==> src/hw/reset_watchdog_consts.svh <==
// Purpose: constants for the monitor card reset and supervision block
// Assumes: 10 MHz mclk
// Notes: timing counts derive from times in their own units
// How it works
// - Shared reset line driven by either side
// - Master reset low resets cpu and select latch
// - Same reset hits serial and usb parts
// - Port control latch reset after a delay
// - Arm bit then stop watchdog strobes
// - Watchdog expiry after one second drives line
// - Delayed reset clears arm, releases line
// - Supply undervoltage also asserts reset
// - Twelve serial irqs ORed, firmware polls
// - Four latched port control signals
// - Latched inverted eight offboard selects
// - Supply good low while both supplies windowed
// - Decoder output forms expansion select
`ifndef RESET_WATCHDOG_CONSTS_SVH
`define RESET_WATCHDOG_CONSTS_SVH
`define CLK_HZ 10000000
`define WDOG_TIME_MS 1000
`define WDOG_CYCLES ((`WDOG_TIME_MS * (`CLK_HZ / 1000)))
`define DELAY_TIME_US 100
`define DELAY_CYCLES ((`DELAY_TIME_US * `CLK_HZ) / 1000000)
`define SERIAL_IRQ_COUNT 12
`define SELECT_COUNT 8
`define SELECT_RESET 8'h00
`define PORT_RESET 4'h0
`define EXP_REGION 4'hF
`endif

==> src/hw/reset_watchdog_pkg.sv <==
// Purpose: types for the monitor card reset block
// Assumes: constants header included alongside
// Notes: port control travels as one struct
package reset_watchdog_pkg;
   typedef struct packed {
      logic write;        // Write strobe
      logic addr_sel;     // Address select
      logic read_en_n;    // Read enable, low active
      logic direction;    // 1 = into card
   } port_ctrl_type;
   typedef enum logic [2:0] {
      RUN   = 3'b001,
      HOLD  = 3'b010,
      DELAY = 3'b100
   } rst_state_type;
endpackage : reset_watchdog_pkg

==> src/hw/sync2.sv <==
// Purpose: two flip-flop synchroniser for one bit
// Assumes: single clock mclk
// Notes: first stage read only by second stage
`timescale 1ns/1ps
`default_nettype none
module sync2 #(parameter logic RST_VAL = 1'b0) (
   input wire logic mclk,   // System clock
   input wire logic reset,  // Async reset, high
   input wire logic d,      // Async input
   output logic q           // Synchronised output
);
   logic s1_q;
   // Two stage capture
   always_ff @(posedge mclk or posedge reset) begin
      if (reset) begin
         s1_q <= RST_VAL;
         q <= RST_VAL;
      end else begin
         s1_q <= d;
         q <= s1_q;
      end
   end
endmodule : sync2
`default_nettype wire

==> src/hw/reset_watchdog.sv <==
// Purpose: reset sequencing, watchdog and glue of the monitor card
// Assumes: 10 MHz mclk, async active-high reset
// Notes: watchdog and delay counts are parameters for fast simulation
// Notes: the port latch clears one edge after the delayed reset
`timescale 1ns/1ps
`default_nettype none
`include "reset_watchdog_consts.svh"
module reset_watchdog
   import reset_watchdog_pkg::*;
#(
   parameter int WDOG_CYC = `WDOG_CYCLES,
   parameter int DELAY_CYC = `DELAY_CYCLES
) (
   input wire logic mclk,                 // System clock
   input wire logic reset,                // Async reset, high
   input wire logic shared_reset_in,      // Line level, low = reset
   output logic shared_reset_out,         // Line drive value, always 0
   output logic shared_reset_oe,          // Low = card drives line low
   input wire logic supply_low,           // Supply below threshold pin
   input wire logic wdog_strobe,          // Watchdog strobe pin
   input wire logic arm_set,              // Firmware sets reset arm
   output logic reset_arm_bit,            // Arm bit state
   output logic cpu_reset_n,              // Cpu and select latch reset
   output logic periph_reset,             // Uart and usb reset, high
   output logic delayed_reset_n,          // Port latch reset, delayed
   input wire logic [11:0] serial_irq,    // Twelve uart irq pins
   output logic merged_irq,               // ORed irq
   input wire logic port_load,            // Load port control
   input wire port_ctrl_type port_ctrl_in, // New port control
   output port_ctrl_type port_ctrl,       // Latched port control
   input wire logic sel_load,             // Load select latch
   input wire logic [7:0] sel_in,         // High = select device
   output logic [7:0] offboard_select_n,  // Low active selects
   input wire logic supply5_ok,           // 5V window pin
   input wire logic supply3_ok,           // 3.3V window pin
   output logic supply_good_n,            // Low when both good
   input wire logic [3:0] addr_region,    // Decoder address field
   input wire logic mem_sel,              // Valid memory cycle
   output logic expansion_select          // Low active expansion select
);
   ////////////////////////////////////////////////////////////////
   // Pin synchronisers
   // Every pin below is asynchronous to mclk, so no logic reads it
   // before it has passed both flip-flops of its synchroniser.
   logic line_s, low_s, strobe_s, s5_s, s3_s;
   logic [11:0] irq_s;
   // Line resets to its idle high level, so release gives no false reset
   sync2 #(.RST_VAL(1'b1)) u_line (
      .mclk(mclk),
      .reset(reset),
      .d(shared_reset_in),
      .q(line_s)
   );
   // Undervoltage pin, high while the supply is below threshold
   sync2 u_low (
      .mclk(mclk),
      .reset(reset),
      .d(supply_low),
      .q(low_s)
   );
   // Watchdog strobe pin; only its toggles matter
   sync2 u_stb (
      .mclk(mclk),
      .reset(reset),
      .d(wdog_strobe),
      .q(strobe_s)
   );
   // Supply window pins
   sync2 u_s5 (
      .mclk(mclk),
      .reset(reset),
      .d(supply5_ok),
      .q(s5_s)
   );
   sync2 u_s3 (
      .mclk(mclk),
      .reset(reset),
      .d(supply3_ok),
      .q(s3_s)
   );
   // One synchroniser per serial channel interrupt
   genvar gi;
   generate
      for (gi = 0; gi < `SERIAL_IRQ_COUNT; gi++) begin : g_irq
         sync2 u_i (
            .mclk(mclk),
            .reset(reset),
            .d(serial_irq[gi]),
            .q(irq_s[gi])
         );
      end
   endgenerate

   ////////////////////////////////////////////////////////////////
   // Watchdog and reset sequencer
   // RUN: normal work. HOLD: cpu and peripherals in reset, port latch not yet.
   // DELAY: port latch cleared too, arm bit and line drive dropped.
   // DELAY is left only once the line reads high and the supply is good.
   rst_state_type st_q, st_d;
   logic [31:0] wd_q, wd_d;
   logic [31:0] dl_q, dl_d;
   logic arm_q, arm_d, strobe_q, strobe_d, drive_q, drive_d;
   logic wd_fire;
   // Counter saturates at expiry, so a stuck strobe cannot wrap it
   // one second expiry
   assign wd_fire = (wd_q >= 32'(WDOG_CYC - 1));
   always_comb begin
      st_d = st_q;
      wd_d = wd_q;
      dl_d = dl_q;
      arm_d = arm_q;
      drive_d = drive_q;
      strobe_d = strobe_s;
      if (strobe_s != strobe_q) wd_d = '0;
      else if (!wd_fire) wd_d = wd_q + 32'd1;
      if (arm_set) arm_d = 1'b1;
      unique case (st_q)
         RUN: begin
            if (!line_s || low_s || wd_fire) begin
               st_d = HOLD;
               dl_d = '0;
               // Unarmed expiry resets the card but leaves the line alone
               // drive line only when armed
               drive_d = arm_q | arm_set;
            end
         end
         HOLD: begin
            // Line drive, if on, stays on through HOLD
            // count out the stagger delay
            if (dl_q >= 32'(DELAY_CYC - 1)) st_d = DELAY;
            else dl_d = dl_q + 32'd1;
         end
         DELAY: begin
            // delayed reset clears arm and line
            arm_d = 1'b0;
            drive_d = 1'b0;
            wd_d = '0;
            if (line_s && !low_s) st_d = RUN;
         end
      endcase
   end
   // Sequencer and watchdog registers
   always_ff @(posedge mclk or posedge reset) begin
      if (reset) begin
         st_q <= RUN;
         wd_q <= '0;
         dl_q <= '0;
         arm_q <= 1'b0;
         strobe_q <= 1'b0;
         drive_q <= 1'b0;
      end else begin
         st_q <= st_d;
         wd_q <= wd_d;
         dl_q <= dl_d;
         arm_q <= arm_d;
         strobe_q <= strobe_d;
         drive_q <= drive_d;
      end
   end
   // Status and reset outputs straight from state
   assign reset_arm_bit = arm_q;
   // open drain line, driven low only
   assign shared_reset_out = 1'b0;
   assign shared_reset_oe = ~drive_q;
   // Trade-off: triggers pass the pin synchronisers, so reset reaches the
   // cpu three edges after the pin changes, not within the same cycle.
   // cpu reset decoded from registered state
   assign cpu_reset_n = (st_q == RUN);
   assign periph_reset = ~cpu_reset_n;
   // Port latch clears on the edge after this goes low
   assign delayed_reset_n = (st_q != DELAY);

   ////////////////////////////////////////////////////////////////
   // Latches and status
   port_ctrl_type pc_q, pc_d;
   logic [7:0] sel_q, sel_d;
   logic irq_q, irq_d, good_n_q, good_n_d, exp_q, exp_d;
   // Next values of latches and status
   always_comb begin
      pc_d = pc_q;
      sel_d = sel_q;
      if (port_load) pc_d = port_ctrl_in;
      if (st_q == DELAY) pc_d = `PORT_RESET;
      if (sel_load) sel_d = sel_in;
      if (st_q != RUN) sel_d = `SELECT_RESET;
      irq_d = |irq_s;
      // low only when both in window
      good_n_d = ~(s5_s & s3_s);
      exp_d = ~(mem_sel && addr_region == `EXP_REGION);
   end
   // Latch and status registers; selects idle high after reset
   always_ff @(posedge mclk or posedge reset) begin
      if (reset) begin
         pc_q <= `PORT_RESET;
         sel_q <= `SELECT_RESET;
         irq_q <= 1'b0;
         good_n_q <= 1'b1;
         exp_q <= 1'b1;
      end else begin
         pc_q <= pc_d;
         sel_q <= sel_d;
         irq_q <= irq_d;
         good_n_q <= good_n_d;
         exp_q <= exp_d;
      end
   end
   // Data outputs come straight from flip-flops
   assign port_ctrl = pc_q;
   assign offboard_select_n = ~sel_q;
   assign merged_irq = irq_q;
   assign supply_good_n = good_n_q;
   assign expansion_select = exp_q;
endmodule : reset_watchdog
`default_nettype wire

==> config.mk <==
export PLATFORM = sky130hd
export DESIGN_NAME = reset_watchdog
export DESIGN_NICKNAME = d
export VERILOG_FILES = /design/src/hw/reset_watchdog_pkg.sv /design/src/hw/sync2.sv /design/src/hw/reset_watchdog.sv
export VERILOG_INCLUDE_DIRS = /design/src /design/src/hw
export SDC_FILE = /design/constraint.sdc
export NUM_CORES = 1
export LEC_CHECK = 0
export CORE_MARGIN = 3
export CORE_UTILIZATION = 35
export DETAILED_ROUTE_END_ITERATION = 12
export DONT_BUFFER_PORTS = 1
export GPL_ROUTABILITY_DRIVEN = 0
export SETUP_SLACK_MARGIN = 0.2
export SLEW_MARGIN = 15
export SYNTH_ARGS = -nofsm -noshare
export SYNTH_HDL_FRONTEND = slang
export SYNTH_HIERARCHICAL = 1
export SYNTH_SLANG_ARGS = --single-unit
==> constraint.sdc <==
create_clock -name mclk -period 2.6 [get_ports mclk]
set_input_delay 0.65 -clock mclk [delete_from_list [all_inputs] [get_ports mclk]]
set_output_delay 0.65 -clock mclk [all_outputs]
set_load 0.02 [all_outputs]
==> impl_metrics.json, run 1 <==
{
  "synth_edf_count": 0,
  "syn_to_final_growth_pct": 17.1,
  "slowest_delay_ns": 0.55,
  "post_cts_buffers": 0,
  "cellLeakagePower_nw": 2.68,
  "ir_drop_mv": 0.628,
  "final_util_pct": 42.9,
  "cap_violations": 0,
  "synth_area_leaders": "dfrtp_1, xnor2_1, nor2_1",
  "clk_latency_ns": 0.42,
  "relSlewSlack_pct": 56.6,
  "die_x_um": 125,
  "synth_top_area_cell": "dfrtp_1",
  "fmax_ghz": 0.456,
  "report.final.slew_viol_count": 0,
  "drive_above_1_share_pct": 17.0,
  "cp_top_family": "flip-flops",
  "synth_common_cells": "dfrtp_1, nor2_1, nand2_1",
  "grt.total_usage_pct": 12.8,
  "fin_ws_ns": 0.409,
  "grt_most_used_layer": "met2",
  "power.density_mw_per_mm2": 751,
  "worstSetupPathType": "reg2out",
  "crit_path_end_kind": "output pin",
  "cts_sinks": 119,
  "setup_tns_ns": 0,
  "finalHoldViolCount": 0,
  "n_antenna_cell": 0,
  "synthDominantCellAreaShare_pct": 57.5,
  "placed_cell_area_mm2": 0.00521,
  "skew_ns": 0.0184,
  "ios": 60,
  "post_drt_via_cell_ratio": 4.93,
  "final_cells": 642,
  "dp_slack_ns": 0.500,
  "synthCells": 438,
  "yosysMostFrequentCell": "dfrtp_1",
  "clk_path_buf_depth": 2,
  "vias": 3165,
  "syn_area_per_cell_um2": 11.3,
  "core_mm2": 0.0136,
  "nFillCells": 1287,
  "drtIter0Drc": 147,
  "cts_root_buf": "clkbuf_16",
  "rsz0062_at_grt": "false",
  "syn_area_mm2": 0.00496,
  "cts-hold-fix-buffers": 1,
  "grt_antenna_before_repair": 0,
  "crit_chain": "nor2b_1 -> nand2b_1 -> inv_1 -> buf_4",
  "tightestPinTransition_ns": 0.646,
  "grt_pass1_wl_mm": 16.3,
  "met1_usage_pct": 16.4,
  "die_h_um": 125,
  "async_reset_ff_share_pct": 100,
  "seq_area_frac_synth_pct": 60.2,
  "cts-htree-levels": 4,
  "place_inst": 609,
  "drtPass1Iterations": 6,
  "hold_ws_ns": 0.147,
  "remaining_drc_errors": 0,
  "cts.clk_slew.worst_paths_ns": 0.06,
  "setup_violations": 0,
  "place_hpwl_mm": 6.31,
  "yosysWarnings": 6,
  "cts_buffers": 17,
  "final.min_clock_period_ns": 2.19,
  "min_period_over_period_pct": 84.3,
  "path_max_fanout": 4,
  "crit_arrival_ns": 1.54,
  "synth_nets": 479,
  "port_buffers": 0,
  "initial_core_util_pct": 36.6,
  "grt_pass1_vias": 3326,
  "power_mw": 4.37,
  "cts_resized": 0,
  "wl_per_cell_um": 14.3,
  "synth-seq-cells": 119,
  "row_count": 42,
  "die-area_mm2": 0.0156,
  "routed_wl_mm": 9.21,
  "met2_usage_pct": 20.2,
  "grt_start_max_net_pins": 86,
  "hold_path.class": "in2async",
  "synth_ff_type": "dfrtp_1",
  "crit_required_ns": 1.95,
  "critPathBufInv": 2,
  "gr-usage-met3_pct": 5.25,
  "cts_tree": "done",
  "startpoint_type": "flip-flop",
  "fin_nets": 494,
  "ys_types": 51,
  "status": "complete, no violations",
  "fin_area_mm2": 0.00581,
  "grt-ovfl-total": 0,
  "critical_path.slowest_cell": "dfstp_2",
  "drtAntennaViolNets": 0
}
-- kinds of logic after synthesis --
kind of cell / Yosys count / synth area share (%)
buffers and inverters: 51 / 4.36
other: 1 / 0.0756
adder cells (fa/ha/maj): 2 / 0.504
AND/OR/NAND/NOR: 196 / 23.4
multiplexers: 14 / 2.85
AO/OA/AOI/OAI: 34 / 4.94
flip-flops: 119 / 60.2
XOR/XNOR: 21 / 3.71
-- report_power, final --
part	internal [mW]	switching [mW]	total (mW)	leakage (nW)
combinational	0.0394	0.0855	0.125	0.874
clock	1.44	0.874	2.31	0.278
sequential	1.90	0.0326	1.93	1.53
total	3.37	0.992	4.37	2.68
-- sequential cells by signal, summed over array words and instances, names as in the netlist --
name              flops
u_low/q               1
strobe_q              1
u_stb/s1_q            1
supply_good_n         1
u_line/q              1
u_line/s1_q           1
sel_q                 8
port_ctrl             4
wd_q                 32
st_q                  3
expansion_select      1
dl_q                 32
u_s3/s1_q             1
drive_q               1
g_irq.u_i/q          12
u_s3/q                1
g_irq.u_i/s1_q       12
u_low/s1_q            1
u_stb/q               1
u_s5/s1_q             1
merged_irq            1
reset_arm_bit         1
u_s5/q                1
-- layout make-up --
cell class                      count  area (µm²)  share of cell area (%)
Clock buffer                       18         429                    7.39
Clock inverter                     14         165                    2.84
Inverter                           32         124                    2.13
Multi-Input combinational cell    268        1760                    30.3
Sequential cell                   119        2980                    51.4
Tap cell                          176         220                    3.79
Timing Repair Buffer               15         128                    2.20
-- layer usage --
metal / wire length (µm) / up-vias / part of all wire [%]
li1: - / 1502 / -
met1: 4200 / 1595 / 46
met2: 4490 / 61 / 49
met3: 447 / 7 / 4.9
met4: 75 / 0 / 0.81
met5: 0 / - / 0
-- cells in the final DEF, fill, tap and decap left out, drive strengths merged, types with 13 or more instances in the layout --
cell type	n
and2	27
xnor2	21
mux2i	13
and3	14
nand2	33
clkbuf	18
nor2	46
nand3	18
dfrtp	114
buf	14
nor4	18
nor3	13
inv	38
-- worst paths after layout --
path | startpoint | endpoint | slack (ns) | depth (start not counted)
setup / recovery | st_q[0]$_DFFE_PP1P_ | cpu_reset_n | 0.41 | 4
hold / removal | reset | u_line/q$_DFF_PP1_ | 0.15 | 1
setup reg to reg | dl_q[24]$_DFFE_PP0P_ | dl_q[3]$_DFFE_PP0P_ | 0.52 | 7
hold reg to reg | g_irq[1].u_i/s1_q$_DFF_PP0_ | g_irq[1].u_i/q$_DFF_PP0_ | 0.35 | 0
max in group asynchronous | reset | g_irq[8].u_i/s1_q$_DFF_PP0_ | 1.62 | 2
min in group mclk | shared_reset_in | u_line/s1_q$_DFF_PP1_ | 0.23 | 0
(Power assumes the default switching activity.)
==> run 2, diff against run 1 <==
==> constraint.sdc (replaced) <==
create_clock -name mclk -period 1.9 [get_ports mclk]
set_input_delay 0.475 -clock mclk [delete_from_list [all_inputs] [get_ports mclk]]
set_output_delay 0.475 -clock mclk [all_outputs]
set_load 0.02 [all_outputs]
==> impl_metrics.json, run 2 (synthesis results as in run 1) <==
{
  "crit_arrival_ns": 2.21,
  "r2r_slack_ns": -0.008,
  "rr_worst_depth": 7,
  "grt_start_max_net_pins": 84,
  "wl_per_cell_um": 14.8,
  "top_regs": "dl_q x32, wd_q x32",
  "ir_drop_mv": 0.662,
  "cts_root_buf": "clkbuf_16",
  "n_antenna_cell": 0,
  "core_mm2": 0.0136,
  "power_frac_comb_pct": 3.5,
  "switching_share_pct": 24.4,
  "cts_tree": "done",
  "die_x_um": 125,
  "crit_path_end_kind": "flip-flop",
  "seqPwrFrac_pct": 44.1,
  "ios": 60,
  "finalHoldViolCount": 0,
  "r2r_end": "drive_q$_DFFE_PP0P_",
  "met1_usage_pct": 18.2,
  "timing.rr.start": "wd_q[9]$_DFFE_PP0P_",
  "hold_ws_ns": 0.0567,
  "power.density_mw_per_mm2": 913,
  "hold_end": "u_line/s1_q$_DFF_PP1_",
  "grt-ovfl-total": 0,
  "relSlewSlack_pct": 51.2,
  "status": "complete, but fails checks",
  "place_inst": 638,
  "nFillCells": 1217,
  "die-area_mm2": 0.0156,
  "startpoint_type": "flip-flop",
  "cts_buffers": 17,
  "p_sw_mw": 1.46,
  "die_h_um": 125,
  "min_from": "shared_reset_in",
  "grt_most_used_layer": "met2",
  "tightestPinTransition_ns": 0.731,
  "report.final.slew_viol_count": 0,
  "power_mw": 5.98,
  "grt_antenna_before_repair": 0,
  "setup_violations": 1,
  "met2_usage_pct": 20.7,
  "row_count": 42,
  "setup_tns_ns": -0.00805,
  "fin_ws_ns": -0.00805,
  "cellLeakagePower_nw": 2.94,
  "skew_ns": 0.00930,
  "clk_path_buf_depth": 2,
  "vias": 3345,
  "fmax_ghz": 0.524,
  "final_cells": 689,
  "dp_slack_ns": -0.0274,
  "grt_pass1_wl_mm": 17.3,
  "drive_above_1_share_pct": 31.2,
  "final.min_clock_period_ns": 1.91,
  "syn_to_final_growth_pct": 31.9,
  "drtIter0Drc": 209,
  "cts.clk_slew.worst_paths_ns": 0.06,
  "rsz0062_at_grt": "true",
  "cap_violations": 0,
  "initial_core_util_pct": 36.6,
  "port_buffers": 0,
  "grt.total_usage_pct": 13.8,
  "clk_latency_ns": 0.42,
  "post_drt_via_cell_ratio": 4.85,
  "min_path_cells": 0,
  "cts-htree-levels": 4,
  "path_max_fanout": 6,
  "drtAntennaViolNets": 0,
  "gr-usage-met3_pct": 5.20,
  "routed_wl_mm": 10.2,
  "layout_common_cells": "dfrtp_1, nor2_1, buf_4",
  "cts_sinks": 119,
  "fin_nets": 541,
  "remaining_drc_errors": 0,
  "violations": "negative setup slack",
  "hold_path.class": "in2reg",
  "crit_required_ns": 2.20,
  "worstSetupPathType": "reg2reg",
  "min_period_over_period_pct": 100,
  "mostFrequentLayoutCell": "dfrtp_1",
  "p_int_mw": 4.52,
  "place_hpwl_mm": 6.43,
  "clock_power_share_pct": 52.4,
  "drtPass1Iterations": 4,
  "grt_pass1_vias": 3535
}
-- run 2: worst max-delay path by stage --
stage | endpoint | cells past startpoint | start
after floorplan | wd_q[20]$_DFFE_PP0P_ | 7 | wd_q[30]$_DFFE_PP0P_
after global placement | wd_q[11]$_DFFE_PP0P_ | 7 | wd_q[31]$_DFFE_PP0P_
after detailed placement | wd_q[21]$_DFFE_PP0P_ | 8 | wd_q[10]$_DFFE_PP0P_
after CTS | dl_q[28]$_DFFE_PP0P_ | 8 | wd_q[9]$_DFFE_PP0P_
after global routing | wd_q[19]$_DFFE_PP0P_ | 8 | wd_q[9]$_DFFE_PP0P_
final | drive_q$_DFFE_PP0P_ | 7 | wd_q[9]$_DFFE_PP0P_
-- run 2: critical path, stage by stage (launching register included) --
cell	delay [ns]
dfrtp_1	0.39
and4bb_1	0.23
a221oi_2	0.26
a21oi_2	0.13
buf_12	0.15
o21a_4	0.21
buf_6	0.11
mux2_4	0.28
-- run 2: final cells by class --
| class | count | area [µm²] | share of cell area [%] |
|---|---|---|---|
| Clock buffer | 17 | 425 | 6.50 |
| Clock inverter | 15 | 154 | 2.35 |
| Inverter | 32 | 134 | 2.05 |
| Multi-Input combinational cell | 268 | 2030 | 31.0 |
| Sequential cell | 119 | 2990 | 45.6 |
| Tap cell | 176 | 220 | 3.36 |
| Timing Repair Buffer | 62 | 597 | 9.12 |
-- run 2: per-stage QoR --
| stage | util, % | area [µm²] |
|---|---|---|
| 2_1_floorplan | - | 5010 |
| 3_3_place_gp | 40.4 | 5470 |
| 3_5_place_dp | 40.4 | 5470 |
| 4_1_cts | 46.9 | 6360 |
| 5_1_grt | 48.3 | 6550 |
| 6_report | 48.3 | 6550 |
-- run 2: repair_timing --
| item | CTS | global route |
|---|---|---|
| gates cloned | 1 | 1 |
| buffers inserted | 13 | 3 |
| resized for setup | 46 | 30 |
| endpoints found under the setup margin | 62 | 63 |
| endpoints found under the hold margin | 36 | 0 |
| hold buffers | 1 | 0 |
| pin swaps | 28 | 28 |
-- run 2: power groups by stage --
stage | registers, mW | clock network, mW | logic [mW]
CTS | 2.63 | 3.22 | 0.212
floorplan | 2.68 | 0 | 0.132
detailed placement | 2.68 | 0 | 0.200
global route | 2.64 | 3.34 | 0.238
global placement | 2.68 | 0 | 0.195
finish | 2.63 | 3.13 | 0.211
-- run 2: layer usage --
metal,part of all wire [%],routed length (µm)
met1,46,4700
met2,48,4900
met3,4.4,445
met4,1.6,162
met5,0,0
